`config.mk`:
```
export PLATFORM = sky130hd
export DESIGN_NAME = ifeb_interrupt_flag_enable_bank
export DESIGN_NICKNAME = d
export VERILOG_FILES = /design/src/ifeb_pkg.sv /design/src/ifeb_interrupt_flag_enable_bank.sv /design/src/ifeb_pin_edge.sv
export SDC_FILE = /design/constraint.sdc
export NUM_CORES = 1
export LEC_CHECK = 0
export BUFFER_PORTS_ARGS = -buffer_cell sky130_fd_sc_hd__buf_2
export CORE_MARGIN = 2
export CORE_UTILIZATION = 30
export DETAILED_ROUTE_END_ITERATION = 10
export GPL_ROUTABILITY_DRIVEN = 0
export PLACE_DENSITY_LB_ADDON = 0.15
export SLEW_MARGIN = 10
export SYNTH_ARGS = -nofsm -noshare
export SYNTH_HDL_FRONTEND = slang
export SYNTH_SLANG_ARGS = --single-unit
```
`constraint.sdc`:
```
create_clock -name clk_sys_i -period 2 [get_ports clk_sys_i]
set_clock_uncertainty 0.15 [all_clocks]
set_input_delay 0.4 -clock clk_sys_i [delete_from_list [all_inputs] [get_ports clk_sys_i]]
set_output_delay 0.4 -clock clk_sys_i [all_outputs]
set_load 0.02 [all_outputs]
```
`src/ifeb_pkg.sv`:
```
package ifeb_pkg;
  // ---------------------------------------------------------------
  // Register indices on the plain register port
  // ---------------------------------------------------------------
  localparam logic [3:0] ADDR_EDGE = 4'h0;
  localparam logic [3:0] ADDR_PRI0 = 4'h1;
  localparam logic [3:0] ADDR_PRI1 = 4'h2;
  localparam logic [3:0] ADDR_PRI2 = 4'h3;
  localparam logic [3:0] ADDR_GRP0 = 4'h4;
  localparam logic [3:0] ADDR_GRP1 = 4'h5;
  localparam logic [3:0] ADDR_GRP2 = 4'h6;
  localparam logic [3:0] ADDR_GRP3 = 4'h7;
  localparam logic [3:0] ADDR_IRQ_STATUS = 4'h8;
  localparam logic [3:0] ADDR_IRQ_MASK = 4'h9;

  // ---------------------------------------------------------------
  // Reset values and writable-bit masks
  // ---------------------------------------------------------------
  localparam logic [7:0] REG_RESET = 8'h00;
  localparam logic [7:0] EDGE_MASK = 8'h0f;
  localparam logic [7:0] PRI0_MASK = 8'h7f;
  localparam logic [7:0] PRI2_MASK = 8'h77;
  localparam logic [7:0] FULL_MASK = 8'hff;
  localparam logic [7:0] STAT_MASK = 8'h07;

  // ---------------------------------------------------------------
  // Field positions
  // ---------------------------------------------------------------
  localparam int GLOBAL_EN_BIT = 0;
  localparam int FLAG_OFS = 4;
  localparam int EDGE_P1_LSB = 2;
  localparam int EDGE_P0_LSB = 0;

  // Edge-select encodings
  localparam logic [1:0] EDGE_OFF = 2'h0;
  localparam logic [1:0] EDGE_RISE = 2'h1;
  localparam logic [1:0] EDGE_FALL = 2'h2;
  localparam logic [1:0] EDGE_BOTH = 2'h3;

  // Pin edge detector states, Gray coded
  typedef enum logic [1:0] {
    IFEB_LOW = 2'b00,
    IFEB_RISEN = 2'b01,
    IFEB_HIGH = 2'b11,
    IFEB_FELL = 2'b10
  } ifeb_pin_state_t;
endpackage

```
`src/ifeb_interrupt_flag_enable_bank.sv`:
```
// The implementer's own choices: the address-and-strobe port and the register addresses.
`timescale 1ns/1ps
//
// Contract
// - a source condition sets its flag whatever its enable holds.
// - each source has its own enable; pending request forwarded only when enabled. Pin events and group requests reach irq_o ignoring primary enables.
// - a flag reads 1 while its request is pending, else 0.
// - three primary control registers, numbered 0 to 2.
// - four shared group registers, numbered 0 to 3.
// - one edge-select register chooses trigger edge for each external pin.
// - primary 0: global bit0, pin0 bits 1/4, groups 0,1 bits 2,3/5,6.
// - primary 1: group2 0/4, group3 1/5, converter 2/6, timebase0 3/7.
// - primary 2: timebase1 0/4, pin1 1/5, async serial 2/6.
// - group 3: low voltage 0/4, serial iface 1/5, port A 2/6, eeprom 3/7.
// - groups 0-2: timers' period/compare enables bits 0-3, flags bits 4-7.
// - edge field 00 off, 01 rising, 10 falling, 11 both; pin1 3:2, pin0 1:0.
// - global enable 0 blocks every request to the core.
//
module ifeb_interrupt_flag_enable_bank
  import ifeb_pkg::*;
(
  input wire logic clk_sys_i,
  input wire logic rst_n_i,
  input wire logic [3:0] addr_i,
  input wire logic [7:0] wdata_i,
  input wire logic wr_i,
  input wire logic rd_i,
  output logic [7:0] rdata_o,
  input wire logic [1:0] ext_pin_i,
  input wire logic converter_evt_i,
  input wire logic [1:0] timebase_evt_i,
  input wire logic serial_async_evt_i,
  input wire logic low_voltage_evt_i,
  input wire logic serial_iface_evt_i,
  input wire logic serial_port_a_evt_i,
  input wire logic eeprom_write_evt_i,
  input wire logic [5:0] timer_period_evt_i,
  input wire logic [5:0] timer_compare_evt_i,
  output logic core_irq_o,
  output logic irq_o
);
  // ---------------------------------------------------------------
  // Register storage
  // ---------------------------------------------------------------
  logic [7:0] edge_reg;
  logic [7:0] pri_reg [3];
  logic [7:0] grp_reg [4];
  logic [2:0] stat_reg;
  logic [2:0] mask_reg;
  logic [7:0] rdata_reg;
  logic core_irq_reg;
  logic irq_reg;
  logic [1:0] pin_evt;
  logic [3:0] grp_set [4];
  logic [3:0] grp_active;
  logic [3:0] pri_set [3];
  logic [3:0] pri_active [3];
  logic any_pri;
  logic [2:0] stat_evt;

  // True when a write hits the given index
  function automatic logic wr_hit(input logic [3:0] a);
    return wr_i && (addr_i == a);
  endfunction

  // Flag bits: set wins over a software write of the same cycle
  function automatic logic [7:0] upd(input logic [7:0] cur, input logic hit,
                                     input logic [7:0] wd, input logic [3:0] set,
                                     input logic [7:0] msk);
    logic [7:0] v;
    v = hit ? (wd & msk) : cur;
    return v | ({set, 4'h0} & msk);
  endfunction

  // Pending and enabled, nibble by nibble
  function automatic logic [3:0] active(input logic [7:0] r);
    return r[7:4] & r[3:0];
  endfunction

  // ---------------------------------------------------------------
  // External pins
  // ---------------------------------------------------------------
  ifeb_pin_edge u_pin0 (
    .clk_sys_i(clk_sys_i),
    .rst_n_i(rst_n_i),
    .pin_i(ext_pin_i[0]),
    .sel_i(edge_reg[EDGE_P0_LSB +: 2]),
    .event_o(pin_evt[0])
  );

  ifeb_pin_edge u_pin1 (
    .clk_sys_i(clk_sys_i),
    .rst_n_i(rst_n_i),
    .pin_i(ext_pin_i[1]),
    .sel_i(edge_reg[EDGE_P1_LSB +: 2]),
    .event_o(pin_evt[1])
  );

  // ---------------------------------------------------------------
  // Source-to-flag mapping
  // ---------------------------------------------------------------
  // Shared groups 0-2 hold two timers each
  genvar g;
  generate
    for (g = 0; g < 3; g++) begin : g_timer
      assign grp_set[g] = {timer_compare_evt_i[2*g+1], timer_period_evt_i[2*g+1],
                           timer_compare_evt_i[2*g], timer_period_evt_i[2*g]};
    end
  endgenerate
  assign grp_set[3] = {eeprom_write_evt_i, serial_port_a_evt_i,
                       serial_iface_evt_i, low_voltage_evt_i};

  // Group request when any enabled member is pending
  generate
    for (g = 0; g < 4; g++) begin : g_grp
      assign grp_active[g] = |active(grp_reg[g]);
    end
  endgenerate

  // Primary flag sources; bit 7 of primary 0 and 3,7 of primary 2 unused
  assign pri_set[0] = {1'b0, grp_active[1], grp_active[0], pin_evt[0]};
  assign pri_set[1] = {timebase_evt_i[0], converter_evt_i,
                       grp_active[3], grp_active[2]};
  assign pri_set[2] = {1'b0, serial_async_evt_i, pin_evt[1], timebase_evt_i[1]};

  // Primary 0 flags 6:4 pair with enables 3:1; bit 0 is the global gate, not an enable
  assign pri_active[0] = {1'b0, pri_reg[0][6:4] & pri_reg[0][3:1]};
  assign pri_active[1] = active(pri_reg[1]);
  assign pri_active[2] = active(pri_reg[2]);
  assign any_pri = |{pri_active[0], pri_active[1], pri_active[2]};

  // ---------------------------------------------------------------
  // Edge select register
  // ---------------------------------------------------------------
  always_ff @(posedge clk_sys_i or negedge rst_n_i) begin
    if (!rst_n_i) begin
      edge_reg <= REG_RESET;
    end else if (wr_hit(ADDR_EDGE)) begin
      edge_reg <= wdata_i & EDGE_MASK;
    end
  end

  // ---------------------------------------------------------------
  // Primary control registers
  // ---------------------------------------------------------------
  // Flags set regardless of enables; software may clear by writing 0
  always_ff @(posedge clk_sys_i or negedge rst_n_i) begin
    if (!rst_n_i) begin
      pri_reg[0] <= REG_RESET;
      pri_reg[1] <= REG_RESET;
      pri_reg[2] <= REG_RESET;
    end else begin
      pri_reg[0] <= upd(pri_reg[0], wr_hit(ADDR_PRI0), wdata_i, pri_set[0], PRI0_MASK);
      pri_reg[1] <= upd(pri_reg[1], wr_hit(ADDR_PRI1), wdata_i, pri_set[1], FULL_MASK);
      pri_reg[2] <= upd(pri_reg[2], wr_hit(ADDR_PRI2), wdata_i, pri_set[2], PRI2_MASK);
    end
  end

  // ---------------------------------------------------------------
  // Shared group registers
  // ---------------------------------------------------------------
  generate
    for (g = 0; g < 4; g++) begin : g_grp_reg
      always_ff @(posedge clk_sys_i or negedge rst_n_i) begin
        if (!rst_n_i) begin
          grp_reg[g] <= REG_RESET;
        end else begin
          grp_reg[g] <= upd(grp_reg[g], wr_hit(ADDR_GRP0 + 4'(g)), wdata_i,
                            grp_set[g], FULL_MASK);
        end
      end
    end
  endgenerate

  // ---------------------------------------------------------------
  // Core request
  // ---------------------------------------------------------------
  // Registered so the output is glitch free; adds one cycle latency
  always_ff @(posedge clk_sys_i or negedge rst_n_i) begin
    if (!rst_n_i) begin
      core_irq_reg <= 1'b0;
    end else begin
      core_irq_reg <= pri_reg[0][GLOBAL_EN_BIT] && any_pri;
    end
  end

  // ---------------------------------------------------------------
  // Sticky status: bit0 pin event, bit1 group request, bit2 core request
  // ---------------------------------------------------------------
  assign stat_evt = {pri_reg[0][GLOBAL_EN_BIT] && any_pri, |grp_active, |pin_evt};

  always_ff @(posedge clk_sys_i or negedge rst_n_i) begin
    if (!rst_n_i) begin
      stat_reg <= 3'h0;
      mask_reg <= 3'h0;
    end else begin
      // Write one to clear; a new event in the same cycle wins
      stat_reg <= (stat_reg & ~(wr_hit(ADDR_IRQ_STATUS) ? wdata_i[2:0] : 3'h0)) | stat_evt;
      if (wr_hit(ADDR_IRQ_MASK)) begin
        mask_reg <= wdata_i[2:0];
      end
    end
  end

  always_ff @(posedge clk_sys_i or negedge rst_n_i) begin
    if (!rst_n_i) begin
      irq_reg <= 1'b0;
    end else begin
      irq_reg <= |(stat_reg & mask_reg);
    end
  end

  // ---------------------------------------------------------------
  // Read port, data valid the cycle after the strobe
  // ---------------------------------------------------------------
  always_ff @(posedge clk_sys_i or negedge rst_n_i) begin
    if (!rst_n_i) begin
      rdata_reg <= 8'h00;
    end else if (rd_i) begin
      case (addr_i)
        ADDR_EDGE: rdata_reg <= edge_reg;
        ADDR_PRI0: rdata_reg <= pri_reg[0];
        ADDR_PRI1: rdata_reg <= pri_reg[1];
        ADDR_PRI2: rdata_reg <= pri_reg[2];
        ADDR_GRP0: rdata_reg <= grp_reg[0];
        ADDR_GRP1: rdata_reg <= grp_reg[1];
        ADDR_GRP2: rdata_reg <= grp_reg[2];
        ADDR_GRP3: rdata_reg <= grp_reg[3];
        ADDR_IRQ_STATUS: rdata_reg <= {5'h00, stat_reg & STAT_MASK[2:0]};
        ADDR_IRQ_MASK: rdata_reg <= {5'h00, mask_reg};
        default: rdata_reg <= 8'h00; // Unmapped reads zero
      endcase
    end else begin
      rdata_reg <= 8'h00;
    end
  end

  assign rdata_o = rdata_reg;
  assign core_irq_o = core_irq_reg;
  assign irq_o = irq_reg;
endmodule

```
`src/ifeb_pin_edge.sv`:
```
`timescale 1ns/1ps
// External pin synchroniser and edge detector
module ifeb_pin_edge
  import ifeb_pkg::*;
(
  input wire logic clk_sys_i,
  input wire logic rst_n_i,
  input wire logic pin_i,
  input wire logic [1:0] sel_i,
  output logic event_o
);
  logic sync1_reg;
  logic sync2_reg;
  ifeb_pin_state_t state_reg;
  ifeb_pin_state_t state_next;

  // ---------------------------------------------------------------
  // Two-stage synchroniser; only the second stage is read
  // ---------------------------------------------------------------
  always_ff @(posedge clk_sys_i or negedge rst_n_i) begin
    if (!rst_n_i) begin
      sync1_reg <= 1'b0;
      sync2_reg <= 1'b0;
    end else begin
      sync1_reg <= pin_i;
      sync2_reg <= sync1_reg;
    end
  end

  // Level tracker marks the cycle after each transition
  always_comb begin
    case (state_reg)
      IFEB_LOW: state_next = sync2_reg ? IFEB_RISEN : IFEB_LOW;
      IFEB_RISEN: state_next = sync2_reg ? IFEB_HIGH : IFEB_FELL;
      IFEB_HIGH: state_next = sync2_reg ? IFEB_HIGH : IFEB_FELL;
      IFEB_FELL: state_next = sync2_reg ? IFEB_RISEN : IFEB_LOW;
      default: state_next = IFEB_LOW;
    endcase
  end

  always_ff @(posedge clk_sys_i or negedge rst_n_i) begin
    if (!rst_n_i) begin
      state_reg <= IFEB_LOW;
    end else begin
      state_reg <= state_next;
    end
  end

  // Edge qualified by the two-bit select field
  always_comb begin
    case (sel_i)
      EDGE_RISE: event_o = (state_reg == IFEB_RISEN);
      EDGE_FALL: event_o = (state_reg == IFEB_FELL);
      EDGE_BOTH: event_o = (state_reg == IFEB_RISEN) || (state_reg == IFEB_FELL);
      default: event_o = 1'b0; // Disabled
    endcase
  end
endmodule

```
==> reports/qor_table.md, run 1 <==
| Step | Result | This run |
|:---|:---|:---|
| sta | Fmax | 0.588 GHz |
| yosys | Number of flops mapped to enable cells by yosys | 0 |
| sta | Final sum of negative setup slack | 0 ns |
| clock tree | Clock Latency Late Sink | 0.34 ns |
| critical path | Crit start category | flop |
| die | Die Width | 120 um |
| critical path | Setup slack, reg-to-reg | 0.30 ns |
| sta | Number of failing hold endpoints at the final stage | 0 |
| route | Residual DRC | 0 |
| cells and area | Growth of design area from synthesis to finish | 21.8% |
| critical path | Reg2reg path depth | 6 |
| critical path | WP data required | 2.08 ns |
| route | Final routed wire length divided by cell count | 19.2 um |
| die | Vertical die dimension | 120 um |
| global route | Wire length of the first global-routing pass | 17.8 mm |
| yosys | Post-synthesis net count | 392 |
| cells and area | Final #Nets | 458 |
| sta | Fin crit share | 85.0% |
| yosys | Most used standard cell by instance count after synthesis | sky130_fd_sc_hd__dfrtp_1 |
| clock tree | TritonCTS clock tree | done |
| place | Detailed placement HPWL | 8.57 mm |
| yosys | Syn avg cell area | 11.5 um^2 |
| cells and area | Number of flip-flops in the largest register | 32 |
| yosys | Leading cell types by count after synthesis | sky130_fd_sc_hd__dfrtp_1 (81), sky130_fd_sc_hd__mux2_2 (34), sky130_fd_sc_hd__nand2_1 (27) |
| cells and area | Number of inserted diodes | 0 |
| cells and area | Share of post-route cells with drive strength above 1 | 32.8% |
| die | Initial standard-cell utilization of the core | 30.5% |
| die | Placeable Area | 0.0131 mm^2 |
| yosys | Total standard cell area after synthesis | 0.00401 mm^2 |
| sta | Unrepaired setup endpoints after global routing | no |
| run status | Run status | completed |
| sta | Final Setup Violations | 0 |
| yosys | Largest cells by area after synthesis | sky130_fd_sc_hd__dfrtp_1 (51%), sky130_fd_sc_hd__mux2_2 (9.5%), sky130_fd_sc_hd__mux2i_1 (4.2%) |
| yosys | Synth area leader | sky130_fd_sc_hd__dfrtp_1 |
| clock tree | Setup fix buffers added after clock tree synthesis | 0 |
| route | Total via count after detailed routing | 3035 |
| die | Boundary Pins | 48 |
| sta | Shortest clock period the worst path allows after layout | 1.70 ns |
| critical path | Critical path peak fanout | 2 |
| route | Antenna violation net count after detailed routing | 0 |
| clock tree | Worst-case clock buffer depth | 2 |
| critical path | Reg-to-reg endpoint | stat_reg[0] |
| power | Worst ir drop on vdd | 0.291 mV |
| power | Reported leakage power | 2.08 nW |
| critical path | Critical path endpoint | stat_reg[0] |
| route | Number of design-rule violations left by the first detailed-router iteration | 183 |
| die | Die ar. | 0.0143 mm^2 |
| power | Power after layout | 0.00428 W |
| clock tree | Clock tree root buffer cell | sky130_fd_sc_hd__clkbuf_16 |
| route | Drt first pass iters | 4 |
| yosys | Most used flip-flop cell after synthesis | sky130_fd_sc_hd__dfrtp_1 |
| yosys | Synth Register Bits | 81 |
| sta | Worst slew margin | 70.2% |
| power | Pwr/cell area | 876 mW/mm^2 |
| yosys | Number of standard cells after synthesis | 348 |
| critical path | Slowest stage delay, CP | 0.35 ns |
| clock tree | Post_cts resized | 0 |
| flow run | Max capacitance violation total | 0 |
| clock tree | Hold buffer count at CTS | 1 |
| yosys | Yosys synthesis warning count | 0 |
| route | Routed WL | 11.4 mm |
| yosys | Sequential share of the synthesized area | 50.5% |
| critical path | Launching element of the worst setup path | u_pin1.state_reg[0] |
| min path | Path type of the worst min-delay path | in2reg |
| sta | Final Max Slew Viols | 0 |
| global route | Total grt overflow | 0 |
| clock tree | Clock buffer count from CTS | 9 |
| critical path | Highest-delay cell along the critical path | sky130_fd_sc_hd__dfrtp_1 |
| place | Number of I/O port buffers | 47 |
| sta | Actual transition at the worst max-transition pin | 0.447 ns |
| yosys | Yosys top cell area share | 50.5% |
| critical path | Ordered list of cells on the worst path | inv_1 > ha_1 > mux2_2 > nand2_1 > o21ai_0 > a211o_1 |
| global route | Maximum number of pins on one net before global-route repair | 34 |
| yosys | Post-synthesis async set-or-reset flop share | 100% |
| clock tree | Htree depth | 3 |
| die | Cell row count | 42 |
| global route | Overall global routing resource usage | 16.8% |
| global route | Number of antenna violations at the first check in global routing | 0 |
| global route | Via count of the first global-routing pass | 2969 |
| clock tree | Clock sink count | 81 |
| clock tree | Clock Pin Slew Worst Setup and Hold Paths | 0.06 ns |
| yosys | Number of library cell types mapped by synthesis | 48 |
| critical path | Worst r2r src | u_pin1.state_reg[0] |
| critical path | Nature of the critical path endpoint | flop |
| critical path | Arrival time of data at the critical path endpoint | 1.78 ns |
| route | Via density per instance | 5.11 |
| critical path | Category of the critical setup timing path | reg2reg |
## how the worst min path moves through the flow
stage                     startpoint                  end  slack [ns]  depth (start not counted)
global route            ext_pin_i[0]     u_pin0.sync1_reg       0.002                          1
finish                  ext_pin_i[0]     u_pin0.sync1_reg        0.01                          1
detailed placement  u_pin0.sync2_reg  u_pin0.state_reg[0]        0.19                          0
floorplan                    rst_n_i           core_irq_o       -0.05                          0
global placement    u_pin0.sync1_reg     u_pin0.sync2_reg        0.18                          0
CTS                     ext_pin_i[0]     u_pin0.sync1_reg       0.004                          1
## report_power, final
part	switching (W)	internal [W]
Combinational	0.000370	0.000382
Clock	0.000624	0.000858
Sequential	0.000195	0.00185
Total	0.00119	0.00309
## per-layer routing
| metal | GRT usage (%) | up-vias | wire length (um) |
|---|---|---|---|
| met5 | 0 | - | 0 |
| met4 | 5.44 | 0 | 168 |
| met3 | 3.61 | 11 | 588 |
| met2 | 24.9 | 74 | 5270 |
| met1 | 24.4 | 1540 | 5390 |
| li1 | - | 1410 | - |
## cell type report
cell class	count	area, um^2
Fill cell	1336	8250
Timing Repair Buffer	76	508
Clock inverter	4	20.0
Tap cell	176	220
Multi-Input combinational cell	233	1820
Inverter	13	48.8
Clock buffer	11	243
Sequential cell	81	2030
## worst max-delay path: cells and delay by family (launching register included)
kind	cells	cell delay [ns]
AO/OA/AOI/OAI	2	0.42
adder cells (fa/ha/maj)	1	0.28
buffers and inverters	1	0.06
flip-flops	1	0.35
multiplexers	1	0.26
AND/OR/NAND/NOR	1	0.06
## per-stage QoR
step	instances	setup slack [ns]	utilization, %	cell area [um^2]	hold WS, ns
after floorplan	348	0.203	-	4010	-0.0456
after detailed placement	578	0.0936	35.1	4610	0.187
after global routing	594	0.149	37.2	4890	0.00163
after global placement	578	0.126	35.1	4610	0.183
final	594	0.300	37.2	4890	0.0133
after CTS	594	0.269	37.2	4890	0.00365
## cell usage in the layout, fill, tap and decap left out, types with 8 or more instances in the layout
cell type | netlist | final
sky130_fd_sc_hd__nand3_1 | 8 | 8
sky130_fd_sc_hd__mux2i_1 | 17 | 17
sky130_fd_sc_hd__nand2_1 | 27 | 27
sky130_fd_sc_hd__nor2_1 | 15 | 15
sky130_fd_sc_hd__dfrtp_1 | 81 | 81
sky130_fd_sc_hd__nor2b_1 | 8 | 8
sky130_fd_sc_hd__o21ai_0 | 22 | 22
sky130_fd_sc_hd__mux2_2 | 34 | 34
sky130_fd_sc_hd__inv_1 | 13 | 13
sky130_fd_sc_hd__clkbuf_16 | 0 | 9
sky130_fd_sc_hd__buf_2 | 10 | 46
sky130_fd_sc_hd__buf_4 | 3 | 25
sky130_fd_sc_hd__nand3b_1 | 16 | 16
sky130_fd_sc_hd__a211o_1 | 15 | 15
## cell families (layout without fill, tap and decap cells)
family | after synthesis | in the layout | share of synthesized area [%]
fa+ha+maj | 6 | 6 | 1.87
compound gates | 76 | 76 | 13.4
flops | 81 | 81 | 50.5
simple gates | 94 | 94 | 14.1
mux | 57 | 57 | 15.9
buf+inv | 34 | 104 | 4.15
(Power assumes the default switching activity.)
==> run 2: changes to the inputs <==
--- a/config.mk
+++ b/config.mk
@@ -11,6 +11,7 @@
 export DETAILED_ROUTE_END_ITERATION = 10
 export GPL_ROUTABILITY_DRIVEN = 0
 export PLACE_DENSITY_LB_ADDON = 0.15
+export REMOVE_ABC_BUFFERS = 1
 export SLEW_MARGIN = 10
 export SYNTH_ARGS = -nofsm -noshare
 export SYNTH_HDL_FRONTEND = slang
==> run 2 against run 1 <==
- global-route usage increased by 0.40 points
- critical path type unchanged
- power increased by 13%
- utilization increased by 1.0 points
- combinational power increased by 2.8%
==> reports/qor_table.md, run 2 (synthesis results as in run 1) <==
| Step | Result | This run |
|:---|:---|:---|
| route | Drt first pass iters | 4 |
| route | Antenna violation net count after detailed routing | 0 |
| clock tree | Clock Pin Slew Worst Setup and Hold Paths | 0.06 ns |
| min path | Endpoint with the worst hold slack | u_pin1.sync1_reg |
| critical path | Reg2reg path depth | 4 |
| clock tree | Clock sink count | 81 |
| route | Number of design-rule violations left by the first detailed-router iteration | 204 |
| critical path | Arrival time of data at the critical path endpoint | 2.04 ns |
| die | Boundary Pins | 48 |
| cells and area | Share of post-route cells with drive strength above 1 | 33.4% |
| die | Placeable Area | 0.0131 mm^2 |
| critical path | Crit start category | flop |
| sta | Number of failing hold endpoints at the final stage | 0 |
| die | Initial standard-cell utilization of the core | 30.5% |
| global route | Total grt overflow | 0 |
| sta | Final Max Slew Viols | 0 |
| global route | Wire length of the first global-routing pass | 18.3 mm |
| sta | Fmax | 0.515 GHz |
| route | Via density per instance | 4.99 |
| sta | Actual transition at the worst max-transition pin | 0.676 ns |
| cells and area | Most frequent standard cell in the layout excluding fill and tap cells | sky130_fd_sc_hd__dfrtp_1 |
| critical path | WP data required | 2.09 ns |
| place | Detailed placement HPWL | 8.54 mm |
| clock tree | Clock tree root buffer cell | sky130_fd_sc_hd__clkbuf_16 |
| critical path | Worst r2r src | grp_reg[22] |
| min path | Path type of the worst min-delay path | in2reg |
| place | Post-placement worst setup slack | 0.0939 ns |
| route | Routed WL | 11.4 mm |
| die | Die ar. | 0.0143 mm^2 |
| cells and area | Number of filler instances in the final layout | 1298 |
| route | Final routed wire length divided by cell count | 19.0 um |
| sta | Shortest clock period the worst path allows after layout | 1.94 ns |
| clock tree | Clock buffer count from CTS | 9 |
| sta | Hold WS | 0.0183 ns |
| sta | Unrepaired setup endpoints after global routing | no |
| sta | Final sum of negative setup slack | 0 ns |
| cells and area | Storage element area | 0.00203 mm^2 |
| run status | Run status | completed |
| die | Vertical die dimension | 120 um |
| cells and area | Number of flip-flops in the largest register | 32 |
| power | Worst ir drop on vdd | 0.350 mV |
| global route | Overall global routing resource usage | 17.2% |
| place | Number of I/O port buffers | 47 |
| sta | Worst slew margin | 55.0% |
| sta | Final Setup Violations | 0 |
| clock tree | Post_cts resized | 0 |
| power | Reported leakage power | 2.14 nW |
| global route | Number of antenna violations at the first check in global routing | 0 |
| cells and area | Multi-input gate area | 0.00182 mm^2 |
| clock tree | Worst-case clock buffer depth | 2 |
| critical path | Category of the critical setup timing path | reg2reg |
| global route | Via count of the first global-routing pass | 3184 |
| clock tree | Clock Latency Late Sink | 0.35 ns |
| die | Cell row count | 42 |
| global route | Maximum number of pins on one net before global-route repair | 36 |
| cells and area | Growth of design area from synthesis to finish | 25.1% |
| flow run | Max capacitance violation total | 0 |
| critical path | Nature of the critical path endpoint | flop |
| power | Pwr/cell area | 963 mW/mm^2 |
| route | Residual DRC | 0 |
| critical path | Setup slack, reg-to-reg | 0.06 ns |
| cells and area | Most frequent cells in the layout | sky130_fd_sc_hd__dfrtp_1 (81), sky130_fd_sc_hd__buf_2 (46), sky130_fd_sc_hd__mux2_2 (34) |
| sta | Post-route worst setup slack | 0.0579 ns |
| critical path | Critical path peak fanout | 3 |
| cells and area | Final #Nets | 464 |
| min path | Source of the worst hold timing path | ext_pin_i[1] |
| clock tree | Htree depth | 3 |
| min path | Number of cells on the worst hold path | 1 |
| die | Die Width | 120 um |
| route | Total via count after detailed routing | 2996 |
| clock tree | TritonCTS clock tree | done |
| sta | Fin crit share | 97.1% |
| critical path | Reg-to-reg endpoint | stat_reg[1] |
| power | Power after layout | 0.00483 W |
| cells and area | Number of inserted diodes | 0 |
==> run 2: cell count changes in the layout (fill, tap and decap cells not counted), sizes merged <==
cell	previous run	this run
bufinv	0	4
clkinvlp	0	1
clkinv	4	0
buf	75	80
dlygate4sd3	1	2
==> run 2: layout make-up <==
type                    instances  share of cell area, %
clock buffers                  11                   4.64
multi-input cells             233                   36.3
inverters                      13                  0.972
well taps                     176                   4.39
repair buffers                 82                   10.8
clock inverters                 5                   2.54
flip-flops and latches         81                   40.4
==> run 2: metrics by stage <==
stage / utilization (%) / cells / instance area [um^2]
floorplan: - / 327 / 3890
global placement: 35.3 / 583 / 4640
detailed placement: 35.3 / 583 / 4640
CTS: 38.2 / 601 / 5020
global route: 38.2 / 601 / 5020
finish: 38.2 / 601 / 5020
==> run 2: metal layers <==
layer / vias to the layer above / global-route usage [%] / share of wire (%)
met1: 1504 / 23.9 / 49
met5: - / 0 / 0
li1: 1418 / - / -
met3: 15 / 2.71 / 3.1
met2: 59 / 26.4 / 46
met4: 0 / 7.57 / 2.2
==> run 2: worst max path at each step <==
stage	start	to	slack, ns	cells past startpoint
2_1_floorplan	addr_i[3]	grp_reg[16]	0.31	3
3_3_place_gp	grp_reg[22]	stat_reg[1]	0.06	4
3_5_place_dp	grp_reg[22]	stat_reg[1]	0.09	4
4_1_cts	grp_reg[22]	stat_reg[1]	0.07	4
5_1_grt	grp_reg[22]	stat_reg[1]	0.008	4
6_report	grp_reg[22]	stat_reg[1]	0.06	4
==> run 2: what timing repair did <==
item,CTS,global route
setup buffers,0,0
endpoints found under the hold margin,23,0
hold buffers,2,0
endpoints found under the setup margin,0,0
==> run 2: power by group <==
group | switching (W) | internal [W]
Sequential | 0.000179 | 0.00185
Clock | 0.000682 | 0.00135
Combinational | 0.000383 | 0.000389
Total | 0.00124 | 0.00359
==> run 2: worst max-delay path: stages, from the launching register on <==
cell and delay, ns:
sky130_fd_sc_hd__dfrtp_1 0.40, sky130_fd_sc_hd__a22o_1 0.24, sky130_fd_sc_hd__a221oi_1 0.56, sky130_fd_sc_hd__nand4_1 0.28, sky130_fd_sc_hd__a21o_1 0.22
